===== config.mk =====
export PLATFORM = sky130hd
export DESIGN_NAME = ulm_top
export DESIGN_NICKNAME = d
export VERILOG_FILES = /design/src/rtl/ulm_pkg.sv /design/src/rtl/ulm_fifo.sv /design/src/rtl/ulm_prescaler.sv /design/src/rtl/ulm_top.sv
export SDC_FILE = /design/constraint.sdc
export NUM_CORES = 2
export LEC_CHECK = 0
export BUFFER_PORTS_ARGS = -buffer_cell sky130_fd_sc_hd__buf_2
export CORE_AREA = 2 2 334 336
export CTS_CLUSTER_DIAMETER = 200
export CTS_CLUSTER_SIZE = 20
export DETAILED_ROUTE_END_ITERATION = 6
export DIE_AREA = 0 0 336 338
export PLACE_DENSITY = 0.74
export SLEW_MARGIN = 10
export SYNTH_ARGS = -nofsm -noshare
export SYNTH_HDL_FRONTEND = slang
export SYNTH_SLANG_ARGS = --single-unit

===== constraint.sdc =====
create_clock -name CLK_IN -period 3.9 [get_ports CLK_IN]
set_input_delay 0.78 -clock CLK_IN [delete_from_list [all_inputs] [get_ports CLK_IN]]
set_output_delay 0.78 -clock CLK_IN [all_outputs]
set_load 0.1 [all_outputs]

===== src/rtl/ulm_pkg.sv =====
// line status and modem control package: offsets, field positions, reset values, carriers
// assumes a 32-bit classic wishbone slave with byte addresses and registers in lane 0
package ulm_pkg;

	// fifo geometry
	localparam int unsigned FIFO_DEPTH = 64;
	localparam int unsigned PTR_W      = 6;
	localparam int unsigned CNT_W      = 7;

	// register byte offsets
	localparam logic [7:0] OFS_HOLDING      = 8'h00;
	localparam logic [7:0] OFS_LINE_STATUS  = 8'h04;
	localparam logic [7:0] OFS_MODEM_CTRL   = 8'h08;
	localparam logic [7:0] OFS_ENH_FEATURE  = 8'h0C;
	localparam logic [7:0] OFS_MODEM_STATUS = 8'h10;
	localparam logic [7:0] OFS_FLOW_THRESH  = 8'h14;
	localparam logic [7:0] OFS_TRIG_LEVEL   = 8'h18;
	localparam logic [7:0] OFS_IRQ_STATUS   = 8'h1C;
	localparam logic [7:0] OFS_IRQ_MASK     = 8'h20;

	// line status fields
	localparam int unsigned LS_FIFO_ERR   = 7;
	localparam int unsigned LS_TX_EMPTY   = 6;
	localparam int unsigned LS_HOLD_EMPTY = 5;
	localparam int unsigned LS_BREAK      = 4;
	localparam int unsigned LS_FRAME      = 3;
	localparam int unsigned LS_PARITY     = 2;
	localparam int unsigned LS_OVERRUN    = 1;
	localparam int unsigned LS_DATA_READY = 0;

	// modem control fields
	localparam int unsigned MC_CLK_DIV4  = 7;
	localparam int unsigned MC_THRESH_EN = 6;
	localparam int unsigned MC_XON_ANY   = 5;
	localparam int unsigned MC_LOOP      = 4;
	localparam int unsigned MC_OUT2      = 3;
	localparam int unsigned MC_OUT1      = 2;
	localparam int unsigned MC_RTS       = 1;
	localparam int unsigned MC_DTR       = 0;
	localparam logic [7:0]  MC_PROT_MASK = 8'hE0;

	// enhanced feature write enable
	localparam int unsigned EF_WRITE_EN = 4;

	// interrupt event bits
	localparam int unsigned IRQ_RX_DATA  = 0;
	localparam int unsigned IRQ_OVERRUN  = 1;
	localparam int unsigned IRQ_LINE_ERR = 2;
	localparam int unsigned IRQ_THR_EMPT = 3;

	// reset values
	localparam logic [7:0] RST_REG8 = 8'h00;
	localparam logic [3:0] RST_IRQ  = 4'h0;

	// prescaler: last count of the divide-by-4 cycle
	localparam logic [1:0] PRESCALE_LAST = 2'h3;

	typedef struct packed {
		logic       brk;
		logic       frm;
		logic       par;
		logic [7:0] data;
	} ulm_rx_char_t;

	typedef struct packed {
		logic        cyc;
		logic        stb;
		logic        we;
		logic [3:0]  sel;
		logic [7:0]  adr;
		logic [31:0] dat;
	} ulm_wb_req_t;

	typedef struct packed {
		logic        ack;
		logic [31:0] dat;
	} ulm_wb_rsp_t;

endpackage : ulm_pkg


===== src/rtl/ulm_fifo.sv =====
// flip-flop fifo of FIFO_DEPTH entries, combinational head
// assumes pushes when full and pops when empty are filtered by the caller or dropped here
`timescale 1ns/1ps
module ulm_fifo #(
	parameter int unsigned W = 8
) (
	// clock and reset
	input  wire logic           clk_in,
	input  wire logic           srst_in,
	// fill side
	input  wire logic           push_in,
	input  wire logic [W-1:0]   push_data_in,
	// drain side
	input  wire logic           pop_in,
	output logic      [W-1:0]   head_out,
	output logic                empty_out,
	output logic                full_out
);
	import ulm_pkg::*;

	typedef struct packed {
		logic [FIFO_DEPTH-1:0][W-1:0] mem;
		logic [PTR_W-1:0]             wr;
		logic [PTR_W-1:0]             rd;
		logic [CNT_W-1:0]             cnt;
	} ulm_fifo_st_t;

	ulm_fifo_st_t s_q;
	ulm_fifo_st_t s_d;
	logic         do_push;
	logic         do_pop;

	always_comb begin
		s_d     = s_q;
		do_push = push_in && (s_q.cnt != CNT_W'(FIFO_DEPTH));
		do_pop  = pop_in && (s_q.cnt != '0);
		if (do_push) begin
			s_d.mem[s_q.wr] = push_data_in;
			s_d.wr          = s_q.wr + 1'b1;
		end
		if (do_pop) begin
			s_d.rd = s_q.rd + 1'b1;
		end
		s_d.cnt = s_q.cnt + CNT_W'(do_push) - CNT_W'(do_pop);
	end

	always_ff @(posedge clk_in) begin
		if (srst_in) begin
			s_q <= '0;
		end else begin
			s_q <= s_d;
		end
	end

	assign head_out  = s_q.mem[s_q.rd];
	assign empty_out = (s_q.cnt == '0);
	assign full_out  = (s_q.cnt == CNT_W'(FIFO_DEPTH));

endmodule : ulm_fifo


===== src/rtl/ulm_prescaler.sv =====
// input clock prescaler: tick every cycle, or every fourth cycle when divide-by-4 is chosen
// assumes the baud generator counts only on tick
`timescale 1ns/1ps
module ulm_prescaler (
	// clock and reset
	input  wire logic clk_in,
	input  wire logic srst_in,
	// control
	input  wire logic div4_in,
	output logic      tick_out
);
	import ulm_pkg::*;

	typedef struct packed {
		logic [1:0] cnt;
		logic       tick;
	} ulm_pre_st_t;

	ulm_pre_st_t s_q;
	ulm_pre_st_t s_d;

	always_comb begin
		s_d = s_q;
		if (div4_in) begin
			s_d.cnt  = s_q.cnt + 2'h1;
			s_d.tick = (s_q.cnt == PRESCALE_LAST);
		end else begin
			s_d.cnt  = 2'h0;
			s_d.tick = 1'b1;
		end
	end

	always_ff @(posedge clk_in) begin
		if (srst_in) begin
			s_q <= '0;
		end else begin
			s_q <= s_d;
		end
	end

	assign tick_out = s_q.tick;

endmodule : ulm_prescaler


===== src/rtl/ulm_top.sv =====
// line status, modem control and fifo front end of one serial channel, wishbone slave
// assumes a receiver and transmitter on CLK_IN; modem and rx pins are asynchronous
`timescale 1ns/1ps

// Behaviour
// - line status bit 7 set while any flagged character sits in rx fifo.
// - line status bit 6 is one only when holding and shift stages empty.
// - line status bit 5 is one when holding stage empty; host may write 64.
// - bit 4 flags break after a full low frame; that character is stored as 00.
// - bit 3 shows framing error of the character at the read position.
// - bit 2 shows parity error of the character at the read position.
// - bit 1 set when a character arrives with no room to store it.
// - bit 0 is one whenever the rx fifo holds at least one character.
// - break, framing, parity stored per entry; line status read shows head flags.
// - line status read leaves pointer; only rx holding read advances it.
// - modem control bit 7 selects clock divide by one or four.
// - modem control bit 6 opens flow threshold and trigger level registers.
// - modem control bit 5 lets any received character release a flow stop.
// - modem control bits 7 to 5 writable only with feature write enable set.
// - bit 4 loops control bits into modem status and tx into rx.
module ulm_top (
	// clock and reset
	input  wire logic                  CLK_IN,
	input  wire logic                  SRST_IN,
	// wishbone slave
	input  wire ulm_pkg::ulm_wb_req_t  WB_REQ_IN,
	output ulm_pkg::ulm_wb_rsp_t       WB_RSP_OUT,
	output logic                       IRQ_OUT,
	// receiver side
	input  wire logic                  RX_VALID_IN,
	input  wire ulm_pkg::ulm_rx_char_t RX_CHAR_IN,
	output logic                       SER_RX_OUT,
	output logic                       FLOW_RESUME_OUT,
	// transmitter side
	output logic [7:0]                 TX_DATA_OUT,
	output logic                       TX_VALID_OUT,
	input  wire logic                  TX_TAKE_IN,
	input  wire logic                  TX_SHIFT_EMPTY_IN,
	input  wire logic                  TX_SER_IN,
	output logic                       SER_TX_OUT,
	// baud prescaler
	output logic                       PRESCALE_TICK_OUT,
	// flow control thresholds
	output logic [7:0]                 FLOW_THRESH_OUT,
	output logic [7:0]                 TRIG_LEVEL_OUT,
	// pins
	input  wire logic                  RX_PIN_IN,
	input  wire logic                  CTS_N_IN,
	input  wire logic                  DSR_N_IN,
	input  wire logic                  RI_N_IN,
	input  wire logic                  CD_N_IN,
	output logic                       RTS_N_OUT,
	output logic                       DTR_N_OUT
);
	import ulm_pkg::*;

	typedef struct packed {
		logic              ack;
		logic [31:0]       rdat;
		logic [7:0]        mctl;
		logic [7:0]        efeat;
		logic [7:0]        thresh;
		logic [7:0]        trig;
		logic [3:0]        irq_st;
		logic [3:0]        irq_mask;
		logic              irq;
		logic              overrun;
		logic [CNT_W-1:0]  err_cnt;
		logic [7:0]        tx_data;
		logic              tx_valid;
		logic              thre_prev;
		logic [4:0]        sync1;
		logic [4:0]        sync2;
		logic              ser_rx;
		logic              ser_tx;
		logic              resume;
		logic              rts_n;
		logic              dtr_n;
	} ulm_top_st_t;

	ulm_top_st_t  s_q;
	ulm_top_st_t  s_d;

	ulm_rx_char_t rx_push_char;
	ulm_rx_char_t rx_head;
	logic         rx_push;
	logic         rx_pop;
	logic         rx_empty;
	logic         rx_full;
	logic [7:0]   tx_head;
	logic         tx_push;
	logic         tx_pop;
	logic         tx_empty;
	logic         tx_full;
	logic         access;
	logic         rd_acc;
	logic         wr_acc;
	logic         thre;
	logic         temt;
	logic         loop_en;
	logic [7:0]   ls_word;
	logic [7:0]   ms_word;
	logic [3:0]   irq_ev;
	logic [3:0]   irq_clr;
	logic         push_flag;
	logic         pop_flag;

	// address match against one register offset
	function automatic logic hit(input logic [7:0] adr, input logic [7:0] ofs);
		hit = (adr == ofs);
	endfunction : hit

	ulm_fifo #(
		.W ($bits(ulm_rx_char_t))
	) u_rx_fifo (
		.clk_in       (CLK_IN),
		.srst_in      (SRST_IN),
		.push_in      (rx_push),
		.push_data_in (rx_push_char),
		.pop_in       (rx_pop),
		.head_out     (rx_head),
		.empty_out    (rx_empty),
		.full_out     (rx_full)
	);

	ulm_fifo #(
		.W (8)
	) u_tx_fifo (
		.clk_in       (CLK_IN),
		.srst_in      (SRST_IN),
		.push_in      (tx_push),
		.push_data_in (WB_REQ_IN.dat[7:0]),
		.pop_in       (tx_pop),
		.head_out     (tx_head),
		.empty_out    (tx_empty),
		.full_out     (tx_full)
	);

	ulm_prescaler u_prescaler (
		.clk_in   (CLK_IN),
		.srst_in  (SRST_IN),
		.div4_in  (s_q.mctl[MC_CLK_DIV4]),
		.tick_out (PRESCALE_TICK_OUT)
	);

	always_comb begin
		s_d     = s_q;
		access  = WB_REQ_IN.cyc && WB_REQ_IN.stb && !s_q.ack;
		rd_acc  = access && !WB_REQ_IN.we;
		wr_acc  = access && WB_REQ_IN.we && WB_REQ_IN.sel[0];
		loop_en = s_q.mctl[MC_LOOP];
		irq_clr = 4'h0;

		rx_push_char = RX_CHAR_IN;
		if (RX_CHAR_IN.brk) begin
			rx_push_char.data = 8'h00;
		end
		rx_push = RX_VALID_IN && !rx_full;

		rx_pop = rd_acc && hit(WB_REQ_IN.adr, OFS_HOLDING) && !rx_empty;

		// host fills tx fifo through the holding register
		tx_push = wr_acc && hit(WB_REQ_IN.adr, OFS_HOLDING) && !tx_full;

		// tx staging register feeding the transmitter
		tx_pop = (!s_q.tx_valid || TX_TAKE_IN) && !tx_empty;
		if (tx_pop) begin
			s_d.tx_data  = tx_head;
			s_d.tx_valid = 1'b1;
		end else if (TX_TAKE_IN) begin
			s_d.tx_valid = 1'b0;
		end

		// count flagged entries in rx fifo
		push_flag   = rx_push && (rx_push_char.brk || rx_push_char.frm || rx_push_char.par);
		pop_flag    = rx_pop && (rx_head.brk || rx_head.frm || rx_head.par);
		s_d.err_cnt = s_q.err_cnt + CNT_W'(push_flag) - CNT_W'(pop_flag);

		thre = tx_empty && !s_q.tx_valid;
		temt = thre && TX_SHIFT_EMPTY_IN;

		ls_word                = RST_REG8;
		ls_word[LS_FIFO_ERR]   = (s_q.err_cnt != '0);
		ls_word[LS_TX_EMPTY]   = temt;
		ls_word[LS_HOLD_EMPTY] = thre;
		// head flags onto bits 4 to 2
		ls_word[LS_BREAK]      = !rx_empty && rx_head.brk;
		ls_word[LS_FRAME]      = !rx_empty && rx_head.frm;
		ls_word[LS_PARITY]     = !rx_empty && rx_head.par;
		ls_word[LS_OVERRUN]    = s_q.overrun;
		ls_word[LS_DATA_READY] = !rx_empty;

		// loop control bits into modem status
		if (loop_en) begin
			ms_word = {s_q.mctl[MC_OUT2], s_q.mctl[MC_OUT1], s_q.mctl[MC_DTR], s_q.mctl[MC_RTS], 4'h0};
		end else begin
			ms_word = {~s_q.sync2[3], ~s_q.sync2[2], ~s_q.sync2[1], ~s_q.sync2[0], 4'h0};
		end

		// overrun set wins over read clear
		if (RX_VALID_IN && rx_full) begin
			s_d.overrun = 1'b1;
		end else if (rd_acc && hit(WB_REQ_IN.adr, OFS_LINE_STATUS)) begin
			s_d.overrun = 1'b0;
		end

		// register writes
		if (wr_acc) begin
			if (hit(WB_REQ_IN.adr, OFS_MODEM_CTRL)) begin
				if (s_q.efeat[EF_WRITE_EN]) begin
					s_d.mctl = WB_REQ_IN.dat[7:0];
				end else begin
					s_d.mctl = (s_q.mctl & MC_PROT_MASK) | (WB_REQ_IN.dat[7:0] & ~MC_PROT_MASK);
				end
			end
			if (hit(WB_REQ_IN.adr, OFS_ENH_FEATURE)) begin
				s_d.efeat = WB_REQ_IN.dat[7:0];
			end
			// threshold registers reachable only when enabled
			if (hit(WB_REQ_IN.adr, OFS_FLOW_THRESH) && s_q.mctl[MC_THRESH_EN]) begin
				s_d.thresh = WB_REQ_IN.dat[7:0];
			end
			if (hit(WB_REQ_IN.adr, OFS_TRIG_LEVEL) && s_q.mctl[MC_THRESH_EN]) begin
				s_d.trig = WB_REQ_IN.dat[7:0];
			end
			if (hit(WB_REQ_IN.adr, OFS_IRQ_STATUS)) begin
				irq_clr = WB_REQ_IN.dat[3:0];
			end
			if (hit(WB_REQ_IN.adr, OFS_IRQ_MASK)) begin
				s_d.irq_mask = WB_REQ_IN.dat[3:0];
			end
		end

		// register reads, registered with ack
		s_d.ack  = access;
		s_d.rdat = 32'h0000_0000;
		if (rd_acc) begin
			if (hit(WB_REQ_IN.adr, OFS_HOLDING)) begin
				s_d.rdat[7:0] = rx_empty ? 8'h00 : rx_head.data;
			end else if (hit(WB_REQ_IN.adr, OFS_LINE_STATUS)) begin
				s_d.rdat[7:0] = ls_word;
			end else if (hit(WB_REQ_IN.adr, OFS_MODEM_CTRL)) begin
				s_d.rdat[7:0] = s_q.mctl;
			end else if (hit(WB_REQ_IN.adr, OFS_ENH_FEATURE)) begin
				s_d.rdat[7:0] = s_q.efeat;
			end else if (hit(WB_REQ_IN.adr, OFS_MODEM_STATUS)) begin
				s_d.rdat[7:0] = ms_word;
			end else if (hit(WB_REQ_IN.adr, OFS_FLOW_THRESH) && s_q.mctl[MC_THRESH_EN]) begin
				s_d.rdat[7:0] = s_q.thresh;
			end else if (hit(WB_REQ_IN.adr, OFS_TRIG_LEVEL) && s_q.mctl[MC_THRESH_EN]) begin
				s_d.rdat[7:0] = s_q.trig;
			end else if (hit(WB_REQ_IN.adr, OFS_IRQ_STATUS)) begin
				s_d.rdat[3:0] = s_q.irq_st;
			end else if (hit(WB_REQ_IN.adr, OFS_IRQ_MASK)) begin
				s_d.rdat[3:0] = s_q.irq_mask;
			end
		end

		// sticky events, set wins over clear
		irq_ev               = 4'h0;
		irq_ev[IRQ_RX_DATA]  = rx_push;
		irq_ev[IRQ_OVERRUN]  = RX_VALID_IN && rx_full;
		irq_ev[IRQ_LINE_ERR] = push_flag;
		irq_ev[IRQ_THR_EMPT] = thre && !s_q.thre_prev;
		s_d.thre_prev        = thre;
		s_d.irq_st           = (s_q.irq_st & ~irq_clr) | irq_ev;
		s_d.irq              = |(s_d.irq_st & s_q.irq_mask);

		// pin synchronisers: cts, dsr, ri, cd, rx
		s_d.sync1 = {RX_PIN_IN, CD_N_IN, RI_N_IN, DSR_N_IN, CTS_N_IN};
		s_d.sync2 = s_q.sync1;

		// internal tx to rx loop, line held idle
		s_d.ser_rx = loop_en ? TX_SER_IN : s_q.sync2[4];
		s_d.ser_tx = loop_en ? 1'b1 : TX_SER_IN;
		s_d.rts_n  = loop_en ? 1'b1 : ~s_q.mctl[MC_RTS];
		s_d.dtr_n  = loop_en ? 1'b1 : ~s_q.mctl[MC_DTR];

		// any received character releases a flow stop
		s_d.resume = s_q.mctl[MC_XON_ANY] && RX_VALID_IN;
	end

	always_ff @(posedge CLK_IN) begin
		if (SRST_IN) begin
			s_q           <= '0;
			s_q.mctl      <= RST_REG8;
			s_q.efeat     <= RST_REG8;
			s_q.irq_st    <= RST_IRQ;
			s_q.irq_mask  <= RST_IRQ;
			s_q.sync1     <= 5'h1F;
			s_q.sync2     <= 5'h1F;
			s_q.ser_rx    <= 1'b1;
			s_q.ser_tx    <= 1'b1;
			s_q.rts_n     <= 1'b1;
			s_q.dtr_n     <= 1'b1;
			s_q.thre_prev <= 1'b1;
		end else begin
			s_q <= s_d;
		end
	end

	assign WB_RSP_OUT.ack = s_q.ack;
	assign WB_RSP_OUT.dat = s_q.rdat;
	assign IRQ_OUT         = s_q.irq;
	assign SER_RX_OUT      = s_q.ser_rx;
	assign SER_TX_OUT      = s_q.ser_tx;
	assign FLOW_RESUME_OUT = s_q.resume;
	assign TX_DATA_OUT     = s_q.tx_data;
	assign TX_VALID_OUT    = s_q.tx_valid;
	assign FLOW_THRESH_OUT = s_q.thresh;
	assign TRIG_LEVEL_OUT  = s_q.trig;
	assign RTS_N_OUT       = s_q.rts_n;
	assign DTR_N_OUT       = s_q.dtr_n;

endmodule : ulm_top


Yosys cells after proc, flatten, opt, wreduce, memory -nomap -nowiden --
Cells that the tools add are included.
Word-level totals: register bits 1364, latch bits 0, memory bits (writable) 0, ROM bits 0, bits of input ports 69, output and inout port bits 65, memories kept 0
Operators by class: add/subtract/negate cells 11, multiply operators 0, divide/modulo/power cells 0, magnitude comparators 6, equality and inequality tests 13, shift operators 0, muxes and demuxes 32, bitwise logic cells 13, reductions and logical operators 60
Operators with widths (number):
- bitwise mux 704 bit | 1
- bitwise mux 512 bit | 1
- 2-to-1 mux 8 bit | 12
- binary-select mux 11 bit (select 6 bit) | 1
- demux 11 bit (select 6 bit) | 1
- binary-select mux 8 bit (select 6 bit) | 1
- demux 8 bit (select 6 bit) | 1
- == test 8 x 5 -> 1 bit, second input constant | 4
- logical AND 1 bit | 30
- < comparator 6 x 7 -> 1 bit, second input constant | 4
- adder 6 x 1 -> 6 bit, second input constant | 4
- 2-to-1 mux 4 bit | 6
- 2-to-1 mux 11 bit | 2
- adder 7 x 1 -> 7 bit | 3
- nonzero test 7 bit | 3
- subtractor 7 x 1 -> 7 bit | 3
- == test 8 x 4 -> 1 bit, second input constant | 2
- == test 7 bit, second input constant | 2
- zero test 7 bit | 2
- != test 7 bit, second input constant | 2
- greater-or-equal comparator 6 x 1 -> 1 bit, second input constant | 2
- AND reduction 2 bit | 5
- bitwise AND 4 bit | 2
- == test 8 x 3 -> 1 bit, second input constant | 1
- 14 further kinds | 40

Logic depth before layout (Yosys ltp) --
depth after elaboration 10, gate-level depth with buffers 21

By module --
From an unflattened synthesis, not the netlist that was laid out.
Second synthesis, totals: cells, all modules 7016, area, all modules 60890.9 µm²
Modules (own cells, without submodules):
- ulm_fifo (u_rx_fifo) | instances 1, cells each 3633, area an instance 32391.1 µm², sequential area each 14473.9 µm²
- ulm_fifo (u_tx_fifo) | instances 1, cells each 2866, area an instance 23979.2 µm², sequential area each 10630.2 µm²
- ulm_top | instances 1, cells each 509, area an instance 4418.0 µm², sequential area each 1661.6 µm²
- ulm_prescaler | instances 1, cells each 8, area an instance 102.6 µm², sequential area each 60.1 µm²

Worst setup path before layout --
OpenSTA, ideal clock, no wires.
kind reg2reg, from register u_rx_fifo.s_q[7] (netlist name), to register s_q[31] (netlist name), setup time 0.132 ns, arrival time 3.718 ns, path slack 0.050 ns, stages on the path, launching flop included 21, clock period less this slack 3.850 ns, path through dfxtp_1 -> buf_6 -> buf_6 -> buf_4 -> mux4_2 -> mux2i_1 -> nor2_1 -> o41a_1 -> a211oi_1 -> nor4_1 -> ha_1 -> inv_1 -> ha_1 -> inv_1 -> fa_1 -> nand2b_1 -> a21oi_1 -> o21ai_0 -> a21oi_1 -> or3_1 -> a21oi_1
On the way: word-level cells in the longest chain between the ends 6
RTL lines:
- start, declared | RTL line ulm_fifo.sv:28 | ulm_fifo_st_t s_q;
- start signal, assigned | RTL line ulm_fifo.sv:49 | s_q <= '0;
- start signal, assigned | RTL line ulm_fifo.sv:51 | s_q <= s_d;
- binary-select mux 11 bit (select 6 bit) (*) | RTL line ulm_fifo.sv:55 | assign head_out = s_q.mem[s_q.rd];
- 2-to-1 mux 11 bit (implied by the code) (*) | RTL line ulm_fifo.sv:55
- logical OR 1 bit | RTL line ulm_top.sv:176 | pop_flag = rx_pop && (rx_head.brk || rx_head.frm || rx_head.par);
- logical OR 1 bit (*) | RTL line ulm_top.sv:176
- logical AND 1 bit (*) | RTL line ulm_top.sv:176
- subtractor 7 x 1 -> 7 bit (*) | RTL line ulm_top.sv:177 | s_d.err_cnt = s_q.err_cnt + CNT_W'(push_flag) - CNT_W'(pop_flag);
- end, declared | RTL line ulm_top.sv:81 | ulm_top_st_t s_q;
Every way passes the cells marked *; elsewhere a longest branch is shown, timed or not. The select of a mux whose other input is x is not followed. A chain may end at the register's enable or synchronous reset.

Worst setup path after layout --
Same ends and word-level chain as after synthesis.

==> impl_metrics.json <==
{
  "yosysWarnings": 0,
  "post_drt_wl_per_cell_um": 22.0,
  "holdPathEnd": "s_d[8]$_SDFF_PP1_",
  "arrival_ps": 4740,
  "maxCapViolations": 0,
  "cpPeakStageDelay_ps": 500,
  "gp_congestion": 0.912,
  "clock-sinks": 1340,
  "multi_input_area_mm2": 0.0301,
  "row_count": 122,
  "wirelength_um": 179000,
  "drive_gt1_frac": 0.118,
  "vias": 51800,
  "ys_ff_latch": 1340,
  "timing.rr.end": "s_q[31]$_SDFF_PP0_",
  "final_max_slew_viol_count": 0,
  "ioPinCount": 134,
  "initial_core_util": 0.546,
  "path_common_cell": "buf_4",
  "status": "finished, violations left",
  "viasPerCell": 6.37,
  "r2r_slack_ps": -200,
  "antenna_found_initial": 2,
  "fmaxAchievable_mhz": 244,
  "setup_viol_count_final": 3,
  "worst_slew_pin_slew_ps": 1110,
  "dp_worst_setup_slack_ps": -705,
  "die_x_um": 336,
  "drt-met1-wl_um": 72000,
  "critPathLaunchType": "flop",
  "cts_tree": "yes",
  "min_path_cells": 2,
  "slew_headroom": 0.259,
  "syn_avg_cell_area_um2": 8.64,
  "synth_edf_count": 0,
  "syn_area_mm2": 0.0601,
  "drt_iter0_markers": 6423,
  "failed_checks": "setup timing",
  "synthFlopType": "dfxtp_1",
  "highest_layer": "met4",
  "clockBufferDepth": 3,
  "grt.overflow.total": 0,
  "syn_inst": 6954,
  "synthDistinctLibCells": 75,
  "ant_nets": 0,
  "core_area_mm2": 0.110,
  "hold_class": "primary input to flop",
  "min_period_ps": 4100,
  "crit_path_max_fanout": 6,
  "fin_nets": 6736,
  "drc": 0,
  "cp_slowest_cell": "mux4_2",
  "r2r_cells": 20,
  "grt_pass1_vias": 48400,
  "worstHoldStart": "CD_N_IN",
  "skew_ps": 42.8,
  "areaGrowthSynthToFinish_pct": 6.61,
  "cts-root-buf": "clkbuf_16",
  "grt_pass1_wl_um": 277000,
  "p_leak_nw": 20.0,
  "timing.rr.start": "u_rx_fifo.s_q[7]$_SDFFE_PP0P_",
  "fp.dieH_um": 338,
  "track_usage": 0.305,
  "irDropWorstVdd_mv": 0.340,
  "dr.pass1.iters": 6,
  "setup.worst_path.class": "flop to flop",
  "fin_util": 0.582,
  "synthArstFlopShare": 0,
  "regArea_mm2": 0.0268,
  "num-fill-cells": 9488,
  "synth-seq-area-share": 0.446,
  "dp_hpwl_um": 109000,
  "fin_ws_ps": -195,
  "dr_wl_met2_um": 83600,
  "p_per_area_mw_per_mm2": 403,
  "ctsHtreeMaxLevel": 3,
  "n_antenna_cell": 0,
  "clk_pin_slew_ps": 90,
  "hold_violations": 0,
  "place.port_buffers": 82,
  "rsz0062_at_grt": "yes",
  "die-area_mm2": 0.114,
  "period_share": 1.05,
  "numCtsBuffers": 76,
  "worst_ep_required_time_ps": 4540,
  "clk_latency_ps": 710,
  "dr_wl_met3_um": 16000,
  "grt_max_degree": 218,
  "cp_cell_sequence": "buf_4 > buf_4 > mux4_2 > mux2_2 > a22oi_2 > a21oi_2 > a211oi_2 > buf_4 > nor4_4 > ha_4 > inv_2 > ha_4 > inv_2 > fa_2 > nand2b_4 > a21oi_4 > o21ai_2 > a21oi_2 > or3_1 > a21oi_1",
  "end_kind": "flop"
}
[worst max-delay path, delay by kind of cell, from the launching register on]
family,cells,cell delay (ps)
buf+inv,5,610
mux,2,790
compound gates,7,980
fa+ha+maj,3,660
flops,1,410
simple gates,3,550
[per-layer routing]
metal  vias up  track usage
li1      23500            -
met1     25200        0.413
met2      2677        0.494
met3       436       0.0431
met4         0        0.120
met5         -            0
[cell families after synthesis]
family	after synthesis	share of synthesized area
fa+ha+maj	35	0.00766
compound gates	1989	0.177
buf+inv	833	0.0593
other cells	1	0.0000624
flops	1340	0.446
xor+xnor	30	0.00437
mux	666	0.160
simple gates	2060	0.145
[layout make-up]
| type | instances | share of cell area |
|---|---|---|
| clock buffer | 80 | 0.0306 |
| multi-input combinational | 4804 | 0.470 |
| tap | 1488 | 0.0291 |
| sequential | 1340 | 0.419 |
| inverter | 39 | 0.00228 |
| clock inverter | 5 | 0.000800 |
| timing repair buffer | 371 | 0.0489 |
[placed cells by master (no fill, tap or decap), types with 30 or more instances in the layout]
cell type and instances:
a21oi_1 1075, buf_12 41, buf_2 80, buf_4 243
clkbuf_16 78, dfxtp_1 1332, ha_1 30, inv_1 36
mux2i_1 415, mux4_2 236, nand2_1 1119, nand3_1 391
nor2_1 400, o21ai_0 676, o221ai_1 56, o22ai_1 36
[what timing repair did]
action / in CTS / in global routing
setup buffers: 10 / 5
pin swaps: 11 / 13
hold buffers: 0 / 0
cloned: 1 / 0
setup endpoints to repair: 6 / 5
endpoints found under the hold margin: 0 / 0
resized for setup: 28 / 14
[stage by stage]
stage	instance area, µm²	hold WS, ps	setup TNS, ps	power [mW]	std cells
5_1_grt	64100	277	-572	26.6	8127
2_1_floorplan	60200	380	0	17.0	6977
4_1_cts	64000	256	-195	25.8	8123
3_5_place_dp	61800	392	-1720	17.8	8027
6_report	64100	282	-327	25.9	8127
3_3_place_gp	61800	392	-1490	17.7	8027
[flip-flops by register name, summed over array words and instances, names as in the netlist, 5 cells and up]
signal and cells:
u_tx_fifo.s_q 531, u_rx_fifo.s_q 723, s_q 36, FLOW_THRESH_OUT 8, TRIG_LEVEL_OUT 8, TX_DATA_OUT 8, WB_RSP_OUT 9, s_d 5
[synthesized netlist by cell type, drive strengths merged, types with 4 or more instances]
cell type | instances | share of area
dfxtp | 1340 | 0.45
nand4b | 6 | 0.0013
o211ai | 5 | 0.00062
o21bai | 4 | 0.00050
a21oi | 1080 | 0.090
a222oi | 4 | 0.00067
nor3b | 6 | 0.00075
nor2 | 405 | 0.025
mux2 | 14 | 0.0026
a221oi | 15 | 0.0022
and3b | 5 | 0.00073
o32ai | 16 | 0.0023
ha | 32 | 0.0067
and2 | 9 | 0.00094
nor2b | 25 | 0.0026
a311oi | 9 | 0.0013
nor4bb | 4 | 0.00067
a22oi | 18 | 0.0022
and4 | 4 | 0.00058
a22o | 4 | 0.00058
buf | 227 | 0.021
or2 | 13 | 0.0014
and3 | 9 | 0.00094
o22a | 8 | 0.0012
or3b | 4 | 0.00058
or3 | 10 | 0.0010
clkbuf | 567 | 0.035
inv | 38 | 0.0024
nand2 | 1122 | 0.070
xnor2 | 13 | 0.0019
a31oi | 18 | 0.0019
a211oi | 16 | 0.0022
a21o | 5 | 0.00062
xor2 | 17 | 0.0025
o21ai | 679 | 0.057
o221ai | 56 | 0.0082
mux2i | 416 | 0.069
nand4 | 14 | 0.0018
nand3b | 7 | 0.00087
mux4 | 236 | 0.088
nand2b | 10 | 0.0010
nor3 | 8 | 0.00067
nand3 | 392 | 0.033
o22ai | 36 | 0.0037
[where the power goes]
group          total, mW  switching, mW  internal [mW]
clock network       8.20           4.60           3.60
logic               3.65           2.37           1.27
registers           14.0          0.178           13.8
total               25.9           7.15           18.7
[worst max-delay path by stage]
stage	start	end	slack (ps)	cells past startpoint
floorplan	u_rx_fifo.s_q[7]$_SDFFE_PP0P_	s_q[31]$_SDFF_PP0_	50	20
global placement	u_rx_fifo.s_q[7]$_SDFFE_PP0P_	s_q[31]$_SDFF_PP0_	-680	19
detailed placement	u_rx_fifo.s_q[7]$_SDFFE_PP0P_	s_q[31]$_SDFF_PP0_	-710	19
CTS	u_rx_fifo.s_q[7]$_SDFFE_PP0P_	s_q[31]$_SDFF_PP0_	-150	22
global route	u_rx_fifo.s_q[7]$_SDFFE_PP0P_	s_q[31]$_SDFF_PP0_	-270	21
finish	u_rx_fifo.s_q[7]$_SDFFE_PP0P_	s_q[31]$_SDFF_PP0_	-200	20
(Power assumes the default switching activity.)
